--- config.mk ---
export PLATFORM = sky130hd
export DESIGN_NAME = fp_arith_bounce_detector
export DESIGN_NICKNAME = d
export VERILOG_FILES = /design/src/verilog/fp_bounce_pkg.sv /design/src/verilog/fp_arith_bounce_detector.sv
export SDC_FILE = /design/constraint.sdc
export NUM_CORES = 1
export LEC_CHECK = 0
export BUFFER_PORTS_ARGS = -buffer_cell sky130_fd_sc_hd__buf_4
export CORE_UTILIZATION = 45
export CTS_CLUSTER_SIZE = 25
export DETAILED_ROUTE_END_ITERATION = 7
export RECOVER_POWER = 100
export SLEW_MARGIN = 10
export SYNTH_ARGS = -nofsm -noshare
export SYNTH_HDL_FRONTEND = slang
export SYNTH_SLANG_ARGS = --single-unit
--- constraint.sdc ---
create_clock -name pclk -period 6.75 [get_ports pclk]
set_clock_uncertainty 0.15 [all_clocks]
set_input_delay 1.0125 -clock pclk [delete_from_list [all_inputs] [get_ports pclk]]
set_output_delay 1.0125 -clock pclk [all_outputs]
set_load 0.1 [all_outputs]
--- src/verilog/fp_bounce_pkg.sv ---
// Constants, types and register map for the arithmetic bounce detector
package fp_bounce_pkg;

   // Exponent widths and the signed working width for initial exponents
   localparam int EXP_W  = 11;
   localparam int EWRK_W = 14;
   localparam int ADDR_W = 8;
   localparam int DATA_W = 32;

   typedef logic signed [EWRK_W-1:0] exp_t;

   // Operation codes as written into the issue register
   typedef enum logic [4:0] {
      OP_ADD, OP_SUB, OP_CMP, OP_CMPE, OP_CMPZ, OP_CMPEZ,
      OP_MUL, OP_NMUL, OP_MAC, OP_MSC, OP_NMAC, OP_NMSC,
      OP_DIV, OP_SQRT, OP_CPY, OP_ABS, OP_NEG,
      OP_CVT_DS, OP_CVT_SD
   } fp_op_t;

   // Biased exponent values; SP figures are in 8-bit form
   localparam exp_t DP_BIAS       = 14'sh03FF;
   localparam exp_t SP_BIAS       = 14'sh007F;
   localparam exp_t DP_OVF_THR    = 14'sh07FD;
   localparam exp_t SP_OVF_THR    = 14'sh00FD;
   localparam exp_t DP_USA_UNF    = 14'sh003F;
   localparam exp_t SP_USA_UNF    = 14'sh001F;
   localparam exp_t LSA_UNF_THR   = 14'sh0000;
   localparam exp_t DIV_UNF_THR   = 14'sh0001;
   localparam exp_t CVT_OVF_THR   = 14'sh047D;
   localparam exp_t CVT_UNF_THR   = 14'sh0380;

   // Register byte offsets
   localparam logic [ADDR_W-1:0] REG_CTRL   = 8'h00;
   localparam logic [ADDR_W-1:0] REG_OPND_A = 8'h04;
   localparam logic [ADDR_W-1:0] REG_OPND_B = 8'h08;
   localparam logic [ADDR_W-1:0] REG_OPND_C = 8'h0C;
   localparam logic [ADDR_W-1:0] REG_ISSUE  = 8'h10;
   localparam logic [ADDR_W-1:0] REG_RESULT = 8'h14;
   localparam logic [ADDR_W-1:0] REG_EXC    = 8'h18;

   // Field positions
   localparam int CTRL_FTZ_BIT   = 0;
   localparam int CTRL_FAST_BIT  = 1;
   localparam int OPND_EXP_LSB   = 0;
   localparam int OPND_SIGN_BIT  = 11;
   localparam int ISSUE_OP_LSB   = 0;
   localparam int ISSUE_DP_BIT   = 8;
   localparam int RES_BOUNCE_BIT = 0;
   localparam int RES_OVF_BIT    = 1;
   localparam int RES_UNF_BIT    = 2;
   localparam int RES_LIKE_BIT   = 3;
   localparam int RES_DONE_BIT   = 4;
   localparam int RES_BUSY_BIT   = 5;
   localparam int RES_EXP_LSB    = 16;
   localparam int EXC_OVF_BIT    = 2;
   localparam int EXC_UNF_BIT    = 3;
   localparam int EXC_PEND_BIT   = 31;

   typedef struct packed {
      logic             sign;
      logic [EXP_W-1:0] exp;
   } operand_t;

   typedef struct packed {
      logic bounce;
      logic ovf;
      logic unf;
      logic like;
      exp_t e;
   } verdict_t;

   typedef struct packed {
      logic              ctrl_ftz;
      logic              ctrl_fast;
      operand_t          a;
      operand_t          b;
      operand_t          c;
      fp_op_t            op;
      logic              dp;
      logic              run;
      logic              done;
      verdict_t          res;
      logic              exc_pend;
      logic              exc_ovf;
      logic              exc_unf;
      logic [DATA_W-1:0] rdata;
   } state_t;

endpackage
--- src/verilog/fp_arith_bounce_detector.sv ---
// APB-controlled detector of pessimistic overflow/underflow bounces
//
// What this block does
// - Any operation hitting an overflow threshold, or an underflow threshold outside both flush modes, is bounced.
// - Add, subtract, compare use the larger operand exponent.
// - Add splits like/unlike by equal signs; subtract and compare inverted.
// - Exponents are 11-bit double, 8-bit single, thresholds in hex.
// - Like-sign add overflows at 7FD double, FD single; 47D converted.
// - Unlike-sign add shares the like-sign overflow range.
// - Unlike-sign add underflows at 1F single, 03F double or below.
// - Like-sign add underflows only at exponent zero or below.
// - Multiply uses the sum of operand exponents.
// - Multiply overflows at 7FD double, FD single.
// - Outside fast and flush-to-zero modes, multiply underflows at zero or below.
// - Multiply-accumulate family reuses add and multiply thresholds.
// - Divide uses the dividend minus divisor exponent.
// - Divide overflows at 7FD double, FD single.
// - Divide underflows at 01 single, 001 double or below.
// - Square root never bounces.
// - Copy, absolute value and negate never bounce.
// - Only double-to-single conversion can bounce.
// - Double-to-single bounces at 47D or above; 47C..381 complete.
// - Double-to-single bounces at 380 or below.
// - Overflow bounce sets pending and overflow bits; status flag clear.
// - Underflow bounce sets pending and underflow bits; registers valid.
`timescale 1ns/1ps

module fp_arith_bounce_detector
   import fp_bounce_pkg::*;
(
   input  wire logic                                pclk,
   input  wire logic                                presetn,
   input  wire logic                                psel,
   input  wire logic                                penable,
   input  wire logic                                pwrite,
   input  wire logic [fp_bounce_pkg::ADDR_W-1:0]    paddr,
   input  wire logic [fp_bounce_pkg::DATA_W-1:0]    pwdata,
   output logic      [fp_bounce_pkg::DATA_W-1:0]    prdata,
   output logic                                     pready,
   output logic                                     pslverr,
   output logic                                     bounce,
   output logic                                     exception_pending_bit
);
   import fp_bounce_pkg::*;

   state_t s_r;
   state_t s_nxt;
   verdict_t verdict;

   function automatic exp_t widen(input logic [EXP_W-1:0] x);
      return exp_t'({3'h0, x});
   endfunction

   function automatic exp_t larger(input exp_t x, input exp_t y);
      return (x > y) ? x : y;
   endfunction

   function automatic logic reg_hit(input logic [ADDR_W-1:0] addr);
      return addr == REG_CTRL || addr == REG_OPND_A || addr == REG_OPND_B
          || addr == REG_OPND_C || addr == REG_ISSUE || addr == REG_RESULT
          || addr == REG_EXC;
   endfunction

   function automatic operand_t take_opnd(input logic [DATA_W-1:0] d);
      operand_t o;
      o.sign = d[OPND_SIGN_BIT];
      o.exp  = d[OPND_EXP_LSB +: EXP_W];
      return o;
   endfunction

   function automatic logic [DATA_W-1:0] show_opnd(input operand_t o);
      logic [DATA_W-1:0] d;
      d = '0;
      d[OPND_SIGN_BIT]           = o.sign;
      d[OPND_EXP_LSB +: EXP_W]   = o.exp;
      return d;
   endfunction

   function automatic logic [DATA_W-1:0] reg_read(
      input logic [ADDR_W-1:0] addr,
      input state_t            s
   );
      logic [DATA_W-1:0] d;
      d = '0;
      unique case (addr)
         REG_CTRL: begin
            d[CTRL_FTZ_BIT]  = s.ctrl_ftz;
            d[CTRL_FAST_BIT] = s.ctrl_fast;
         end
         REG_OPND_A: d = show_opnd(s.a);
         REG_OPND_B: d = show_opnd(s.b);
         REG_OPND_C: d = show_opnd(s.c);
         REG_ISSUE: begin
            d[ISSUE_OP_LSB +: 5] = s.op;
            d[ISSUE_DP_BIT]      = s.dp;
         end
         REG_RESULT: begin
            d[RES_BOUNCE_BIT]           = s.res.bounce;
            d[RES_OVF_BIT]              = s.res.ovf;
            d[RES_UNF_BIT]              = s.res.unf;
            d[RES_LIKE_BIT]             = s.res.like;
            d[RES_DONE_BIT]             = s.done;
            d[RES_BUSY_BIT]             = s.run;
            d[RES_EXP_LSB +: EWRK_W]    = s.res.e;
         end
         REG_EXC: begin
            // Status overflow/underflow flags are not kept here at all:
            // support code sets them after confirming
            d[EXC_PEND_BIT] = s.exc_pend;
            d[EXC_OVF_BIT]  = s.exc_ovf;
            d[EXC_UNF_BIT]  = s.exc_unf;
         end
         default: d = '0;
      endcase
      return d;
   endfunction

   // Add-family verdict on an initial exponent
   function automatic verdict_t add_check(
      input exp_t e,
      input logic like,
      input logic dp,
      input logic uf_en
   );
      verdict_t v;
      v.e    = e;
      v.like = like;
      // Unlike-sign add shares the like-sign range
      v.ovf  = e >= (dp ? DP_OVF_THR : SP_OVF_THR);
      // Unlike-sign allows for cancellation over the whole mantissa
      if (like) begin
         v.unf = uf_en && e <= LSA_UNF_THR;
      end else begin
         v.unf = uf_en && e <= (dp ? DP_USA_UNF : SP_USA_UNF);
      end
      v.bounce = v.ovf || v.unf;
      return v;
   endfunction

   function automatic verdict_t evaluate(
      input fp_op_t   op,
      input logic     dp,
      input operand_t a,
      input operand_t b,
      input operand_t c,
      input logic     uf_en
   );
      verdict_t v;
      verdict_t va;
      exp_t     bias;
      exp_t     p;
      logic     b_sign;
      logic     p_sign;
      logic     c_sign;
      v      = '0;
      va     = '0;
      bias   = dp ? DP_BIAS : SP_BIAS;
      // Initial product exponent, still biased once
      p      = widen(a.exp) + widen(b.exp) - bias;
      // Compare-with-zero sees a positive zero second operand
      b_sign = (op == OP_CMPZ || op == OP_CMPEZ) ? 1'b0 : b.sign;
      p_sign = a.sign ^ b.sign ^ (op == OP_NMUL || op == OP_NMAC
                                  || op == OP_NMSC);
      c_sign = c.sign ^ (op == OP_MSC || op == OP_NMSC);
      unique case (op)
         OP_ADD: begin
            v = add_check(larger(widen(a.exp), widen(b.exp)),
                          a.sign == b.sign, dp, uf_en);
         end
         OP_SUB, OP_CMP, OP_CMPE: begin
            v = add_check(larger(widen(a.exp), widen(b.exp)),
                          a.sign != b.sign, dp, uf_en);
         end
         OP_CMPZ, OP_CMPEZ: begin
            v = add_check(widen(a.exp), a.sign != b_sign, dp, uf_en);
         end
         OP_MUL, OP_NMUL: begin
            v.e      = p;
            v.like   = 1'b0;
            v.ovf    = p >= (dp ? DP_OVF_THR : SP_OVF_THR);
            v.unf    = uf_en && p <= LSA_UNF_THR;
            v.bounce = v.ovf || v.unf;
         end
         OP_MAC, OP_MSC, OP_NMAC, OP_NMSC: begin
            // Product checked as a multiply, sum as an add
            va       = add_check(larger(p, widen(c.exp)),
                                 p_sign == c_sign, dp, uf_en);
            v.e      = va.e;
            v.like   = va.like;
            v.ovf    = va.ovf || p >= (dp ? DP_OVF_THR : SP_OVF_THR);
            v.unf    = va.unf || (uf_en && p <= LSA_UNF_THR);
            v.bounce = v.ovf || v.unf;
         end
         OP_DIV: begin
            v.e      = widen(a.exp) - widen(b.exp) + bias;
            v.like   = 1'b0;
            v.ovf    = v.e >= (dp ? DP_OVF_THR : SP_OVF_THR);
            v.unf    = uf_en && v.e <= DIV_UNF_THR;
            v.bounce = v.ovf || v.unf;
         end
         OP_CVT_DS: begin
            // Source is always double; result range is single
            v.e      = widen(a.exp);
            v.like   = 1'b0;
            v.ovf    = v.e >= CVT_OVF_THR;
            v.unf    = uf_en && v.e <= CVT_UNF_THR;
            v.bounce = v.ovf || v.unf;
         end
         OP_SQRT: v = '0;
         OP_CPY, OP_ABS, OP_NEG: v = '0;
         OP_CVT_SD: v = '0;
         default: v = '0;
      endcase
      return v;
   endfunction

   // Either flush mode lets hardware flush tiny results itself
   assign verdict = evaluate(s_r.op, s_r.dp, s_r.a, s_r.b, s_r.c,
                             !(s_r.ctrl_fast || s_r.ctrl_ftz));

   always_comb begin
      logic setup;
      logic wr;
      setup = psel && !penable;
      wr    = psel && penable && pwrite;
      s_nxt = s_r;
      if (setup && !pwrite) begin
         s_nxt.rdata = reg_read(paddr, s_r);
      end
      if (wr) begin
         unique case (paddr)
            REG_CTRL: begin
               s_nxt.ctrl_ftz  = pwdata[CTRL_FTZ_BIT];
               s_nxt.ctrl_fast = pwdata[CTRL_FAST_BIT];
            end
            REG_OPND_A: s_nxt.a = take_opnd(pwdata);
            REG_OPND_B: s_nxt.b = take_opnd(pwdata);
            REG_OPND_C: s_nxt.c = take_opnd(pwdata);
            REG_ISSUE: begin
               s_nxt.op   = fp_op_t'(pwdata[ISSUE_OP_LSB +: 5]);
               s_nxt.dp   = pwdata[ISSUE_DP_BIT];
               s_nxt.run  = 1'b1;
               s_nxt.done = 1'b0;
            end
            REG_EXC: begin
               // Write one to clear
               if (pwdata[EXC_PEND_BIT]) s_nxt.exc_pend = 1'b0;
               if (pwdata[EXC_OVF_BIT])  s_nxt.exc_ovf  = 1'b0;
               if (pwdata[EXC_UNF_BIT])  s_nxt.exc_unf  = 1'b0;
            end
            default: s_nxt.run = s_r.run;
         endcase
      end
      // One execute stage; the set below overrides a same-cycle clear
      if (s_r.run) begin
         s_nxt.run  = 1'b0;
         s_nxt.done = 1'b1;
         s_nxt.res  = verdict;
         if (verdict.bounce) begin
            s_nxt.exc_pend = 1'b1;
         end
         if (verdict.ovf) begin
            s_nxt.exc_ovf = 1'b1;
         end
         if (verdict.unf) begin
            s_nxt.exc_unf = 1'b1;
         end
      end
   end

   always_ff @(posedge pclk or negedge presetn) begin
      if (!presetn) begin
         s_r <= '0;
      end else begin
         s_r <= s_nxt;
      end
   end

   // Zero-wait slave; read data was caught in the setup cycle
   assign pready                = 1'b1;
   assign pslverr               = psel && penable && !reg_hit(paddr);
   assign prdata                = s_r.rdata;
   assign bounce                = s_r.done && s_r.res.bounce;
   assign exception_pending_bit = s_r.exc_pend;

   // Helper terms for the checks below
   exp_t add_e;
   assign add_e = larger(widen(s_r.a.exp), widen(s_r.b.exp));
endmodule

==> impl_results.md <==
* Die Ht at 133 µm
* CORE AREA at 16700 µm²
* Setup CP Type: register to register
* Min-Delay Endpoint: prdata[11]
* Crit path time final at 6.33 ns
* CP Capture Type: register
* VDD IR max at 0.000105 V
* Starting Density at 46.5%
* Post-synth top area cell: dfrtp_1
* R2R Path End: s_r[52]
* Buffers on Ports at 55
* Mux contribution to synthesized area at 10.6%
* Synth async-reset ratio at 100%
* Main combinational cell family by area after synthesis: compound AO/OA/AOI/OAI gates
* Maximum clock insertion buffer count at 2
* Complex-gate fraction of the synthesized area at 21.7%
* Final nets at 999
* FF/Latch Area at 2300 µm²
* Slowest CP cell: dfrtp_1
* Row cnt at 47
* Final hold vios at 0
* Area share of fa/ha/maj cells after synthesis at 11.4%
* Critical Path AT at 6.39 ns
* Clk Tree Root Cell: clkbuf_16
* Distinct cells, synth at 90
* Hold path depth at 2
* Startpoint Class: register
* XOR/XNOR Fraction of Synth Area at 3.66%
* TritonRoute pass-1 iters at 7
* Slowest stage delay, CP at 0.59 ns
* FF+latch count, synth at 92
* H-Tree Depth at 3
* Crit-path cells: inv_1 -> fa_1 -> ha_1 -> a211o_1 -> a21oi_1 -> o21ai_0 -> xnor2_1 -> inv_1 -> ha_1 -> a2111oi_0 -> a21oi_1 -> o21ai_2 -> buf_12 -> mux2_1 -> ha_1 -> and3_1 -> nand4_1 -> mux2i_1 -> o211ai_1 -> nor2_1 -> a311oi_1 -> clkbuf_1 -> nand3_1
* Post-DP HPWL at 20.3 mm
* Pwr/cell area at 176 nW/µm²
* Setup TNS at 0 ns
* I/O pins at 81
* Die width at 133 µm
* F_max at 0.158 GHz
* Ys flop type: dfrtp_1
* First-pass GRT wire length at 39.5 mm
* Initial antenna violation count at 0
* Largest delay share family, worst path: compound AO/OA/AOI/OAI gates
* Synth Instances at 849
* Worst-margin pin slew at 3.67 ns
* Full die area at 17800 µm²
* Worst Hold Launch: prdata[11]
* RR Startpoint: s_r[55]
* Gr usage total at 29.4%
* Tcrit/Tclk final at 93.7%
* Ys Warns at 0
* M2 GR Usage at 46.2%
* Post-DR vias/cell at 6.27
* Sequential area share after synthesis at 29.6%
* Post-CTS setup buffer count at 0
* RSZ-0062 raised after global routing: false
* # diodes at 0
* DRC Markers at 0
* Leak at 4.08 nW
* Synth Area per Inst at 9.15 µm²
* Simple-gate area share of the yosys netlist at 15.5%
* Clock Sinks at 92
* CP required at 6.81 ns
* Area growth from synthesis to layout at 9.52%
* Worst Reg-to-Reg Cells at 23
* Wire per inst at 23.3 µm
* Status: complete, but fails checks
* Worst reg-to-reg setup slack at 0.42 ns
* Total CTS buffers at 9
* Synth area leaders: dfrtp_1, ha_1, mux2_2
* Worst Hold Class: register to register
* Crit path top cell by count: ha_1
* Commonest non-fill, non-tap cell in the layout: dfrtp_1
* Total power at 1.50 mW
* CTS tree: built
* Placer congestion estimate at 0.953
* Largest net degree at the start of global routing at 68
* Layout filler cell count at 1655
* Multi-input logic area at 4890 µm²
* Layout cells sized above 1 at 16.5%
* ANT nets after route at 0
* Hold buffer count at CTS at 0
* Clock latency on the worst-skew pair at 0.35 ns
* Post_cts resized at 0
* Met1 usage at 40.7%
* Max Slew Vio Count at 68
* Max_cap viols at 2
* Total gr overflow at 0
* Failing checks: capacitance limit, slew limit
* Vias in the first global route at 6703
* Most frequent cells in the layout: dfrtp_1, ha_1, nand2_1
* Share of the synthesized area in the top cell type at 29.6%
* Via count at 6968
* Mapped Area at 7770 µm²
* Buf/Inv on CP at 4
* Most used routing layer: met2
* Met3 Usage GRT at 5.10%
* Finish-stage setup viols at 0
* CTS clk-pin slew, worst paths at 0.07 ns
* CP Max Fanout at 12
* Slew headroom at -145%
* Detailed Route WL at 25.8 mm
* DRT iter0 DRCs at 745
* EDFF count, synth at 0
## how the worst max path moves through the flow
stage               startpoint               endpoint  slack [ns]  cells past startpoint
floorplan              s_r[55]  exception_pending_bit        1.10                     23
global placement       s_r[55]  exception_pending_bit        0.66                     22
detailed placement     s_r[55]  exception_pending_bit        0.51                     22
CTS                    s_r[55]                s_r[52]        0.50                     22
global route           s_r[55]                s_r[50]        0.08                     23
finish                 s_r[55]                s_r[52]        0.42                     23
## flip-flops by register name, summed over array words and instances, names as in the netlist
signal                 cells
exception_pending_bit      1
prdata                    26
s_r                       65
## worst register-to-register path: cells and delay by family, from the launching register on
| family | cells | cell delay [ns] |
|---|---|---|
| DFF | 1 | 0.59 |
| muxes | 2 | 0.44 |
| AOI/OAI and AO/OA | 8 | 1.91 |
| xor gates and xnor gates | 1 | 0.25 |
| and+or+nand+nor | 4 | 0.49 |
| adders and majority gates | 4 | 1.55 |
| buffers and inverters | 4 | 0.79 |
## metrics by stage
step	instances	cell area [µm²]	hold slack [ns]	setup WS, ns	util (%)
2_1_floorplan	853	7780	0.289	1.10	-
3_3_place_gp	1095	8350	0.309	0.656	50.0
3_5_place_dp	1095	8350	0.315	0.515	50.0
4_1_cts	1111	8660	0.334	0.496	51.9
5_1_grt	1111	8510	0.352	0.0800	50.9
6_report	1111	8510	0.331	0.424	50.9
## cell families after synthesis
| group | count (synthesis) |
|---|---|
| AOI/OAI and AO/OA | 233 |
| xor gates and xnor gates | 29 |
| adders and majority gates | 68 |
| buffers and inverters | 118 |
| DFF | 92 |
| muxes | 73 |
| other | 2 |
| and+or+nand+nor | 234 |
## power by group
| group | internal (mW) | switching, mW | total, mW |
|---|---|---|---|
| Sequential | 0.556 | 0.00793 | 0.564 |
| Combinational | 0.135 | 0.260 | 0.395 |
| Clock | 0.297 | 0.243 | 0.540 |
| Total | 0.988 | 0.511 | 1.50 |
## cell usage after synthesis (all sizes together) (11+ instances only)
cell type  instances
a21o              14
a21oi             52
a22o              14
and3              11
buf               38
clkbuf            26
dfrtp             92
ha                63
inv               54
mux2              52
mux2i             19
nand2             62
nand3             29
nor2              47
nor3              18
nor4              14
o21ai             48
o2bb2ai           12
xnor2             16
xor2              13
## layout make-up
type                       count  area share [%]
clock inverter                 7            1.09
clock buffer                   9            2.65
sequential                    92            27.1
inverter                      54            2.38
timing repair buffer          86            6.15
multi-input combinational    643            57.4
tap                          220            3.24
## routing by layer
layer / part of all wire, % / routed length [µm]
met5: 0 / 0
met4: 3.4 / 873
met3: 7.3 / 1880
met2: 46 / 11800
met1: 44 / 11300
Note: power is estimated with default switching activity, not from simulation.
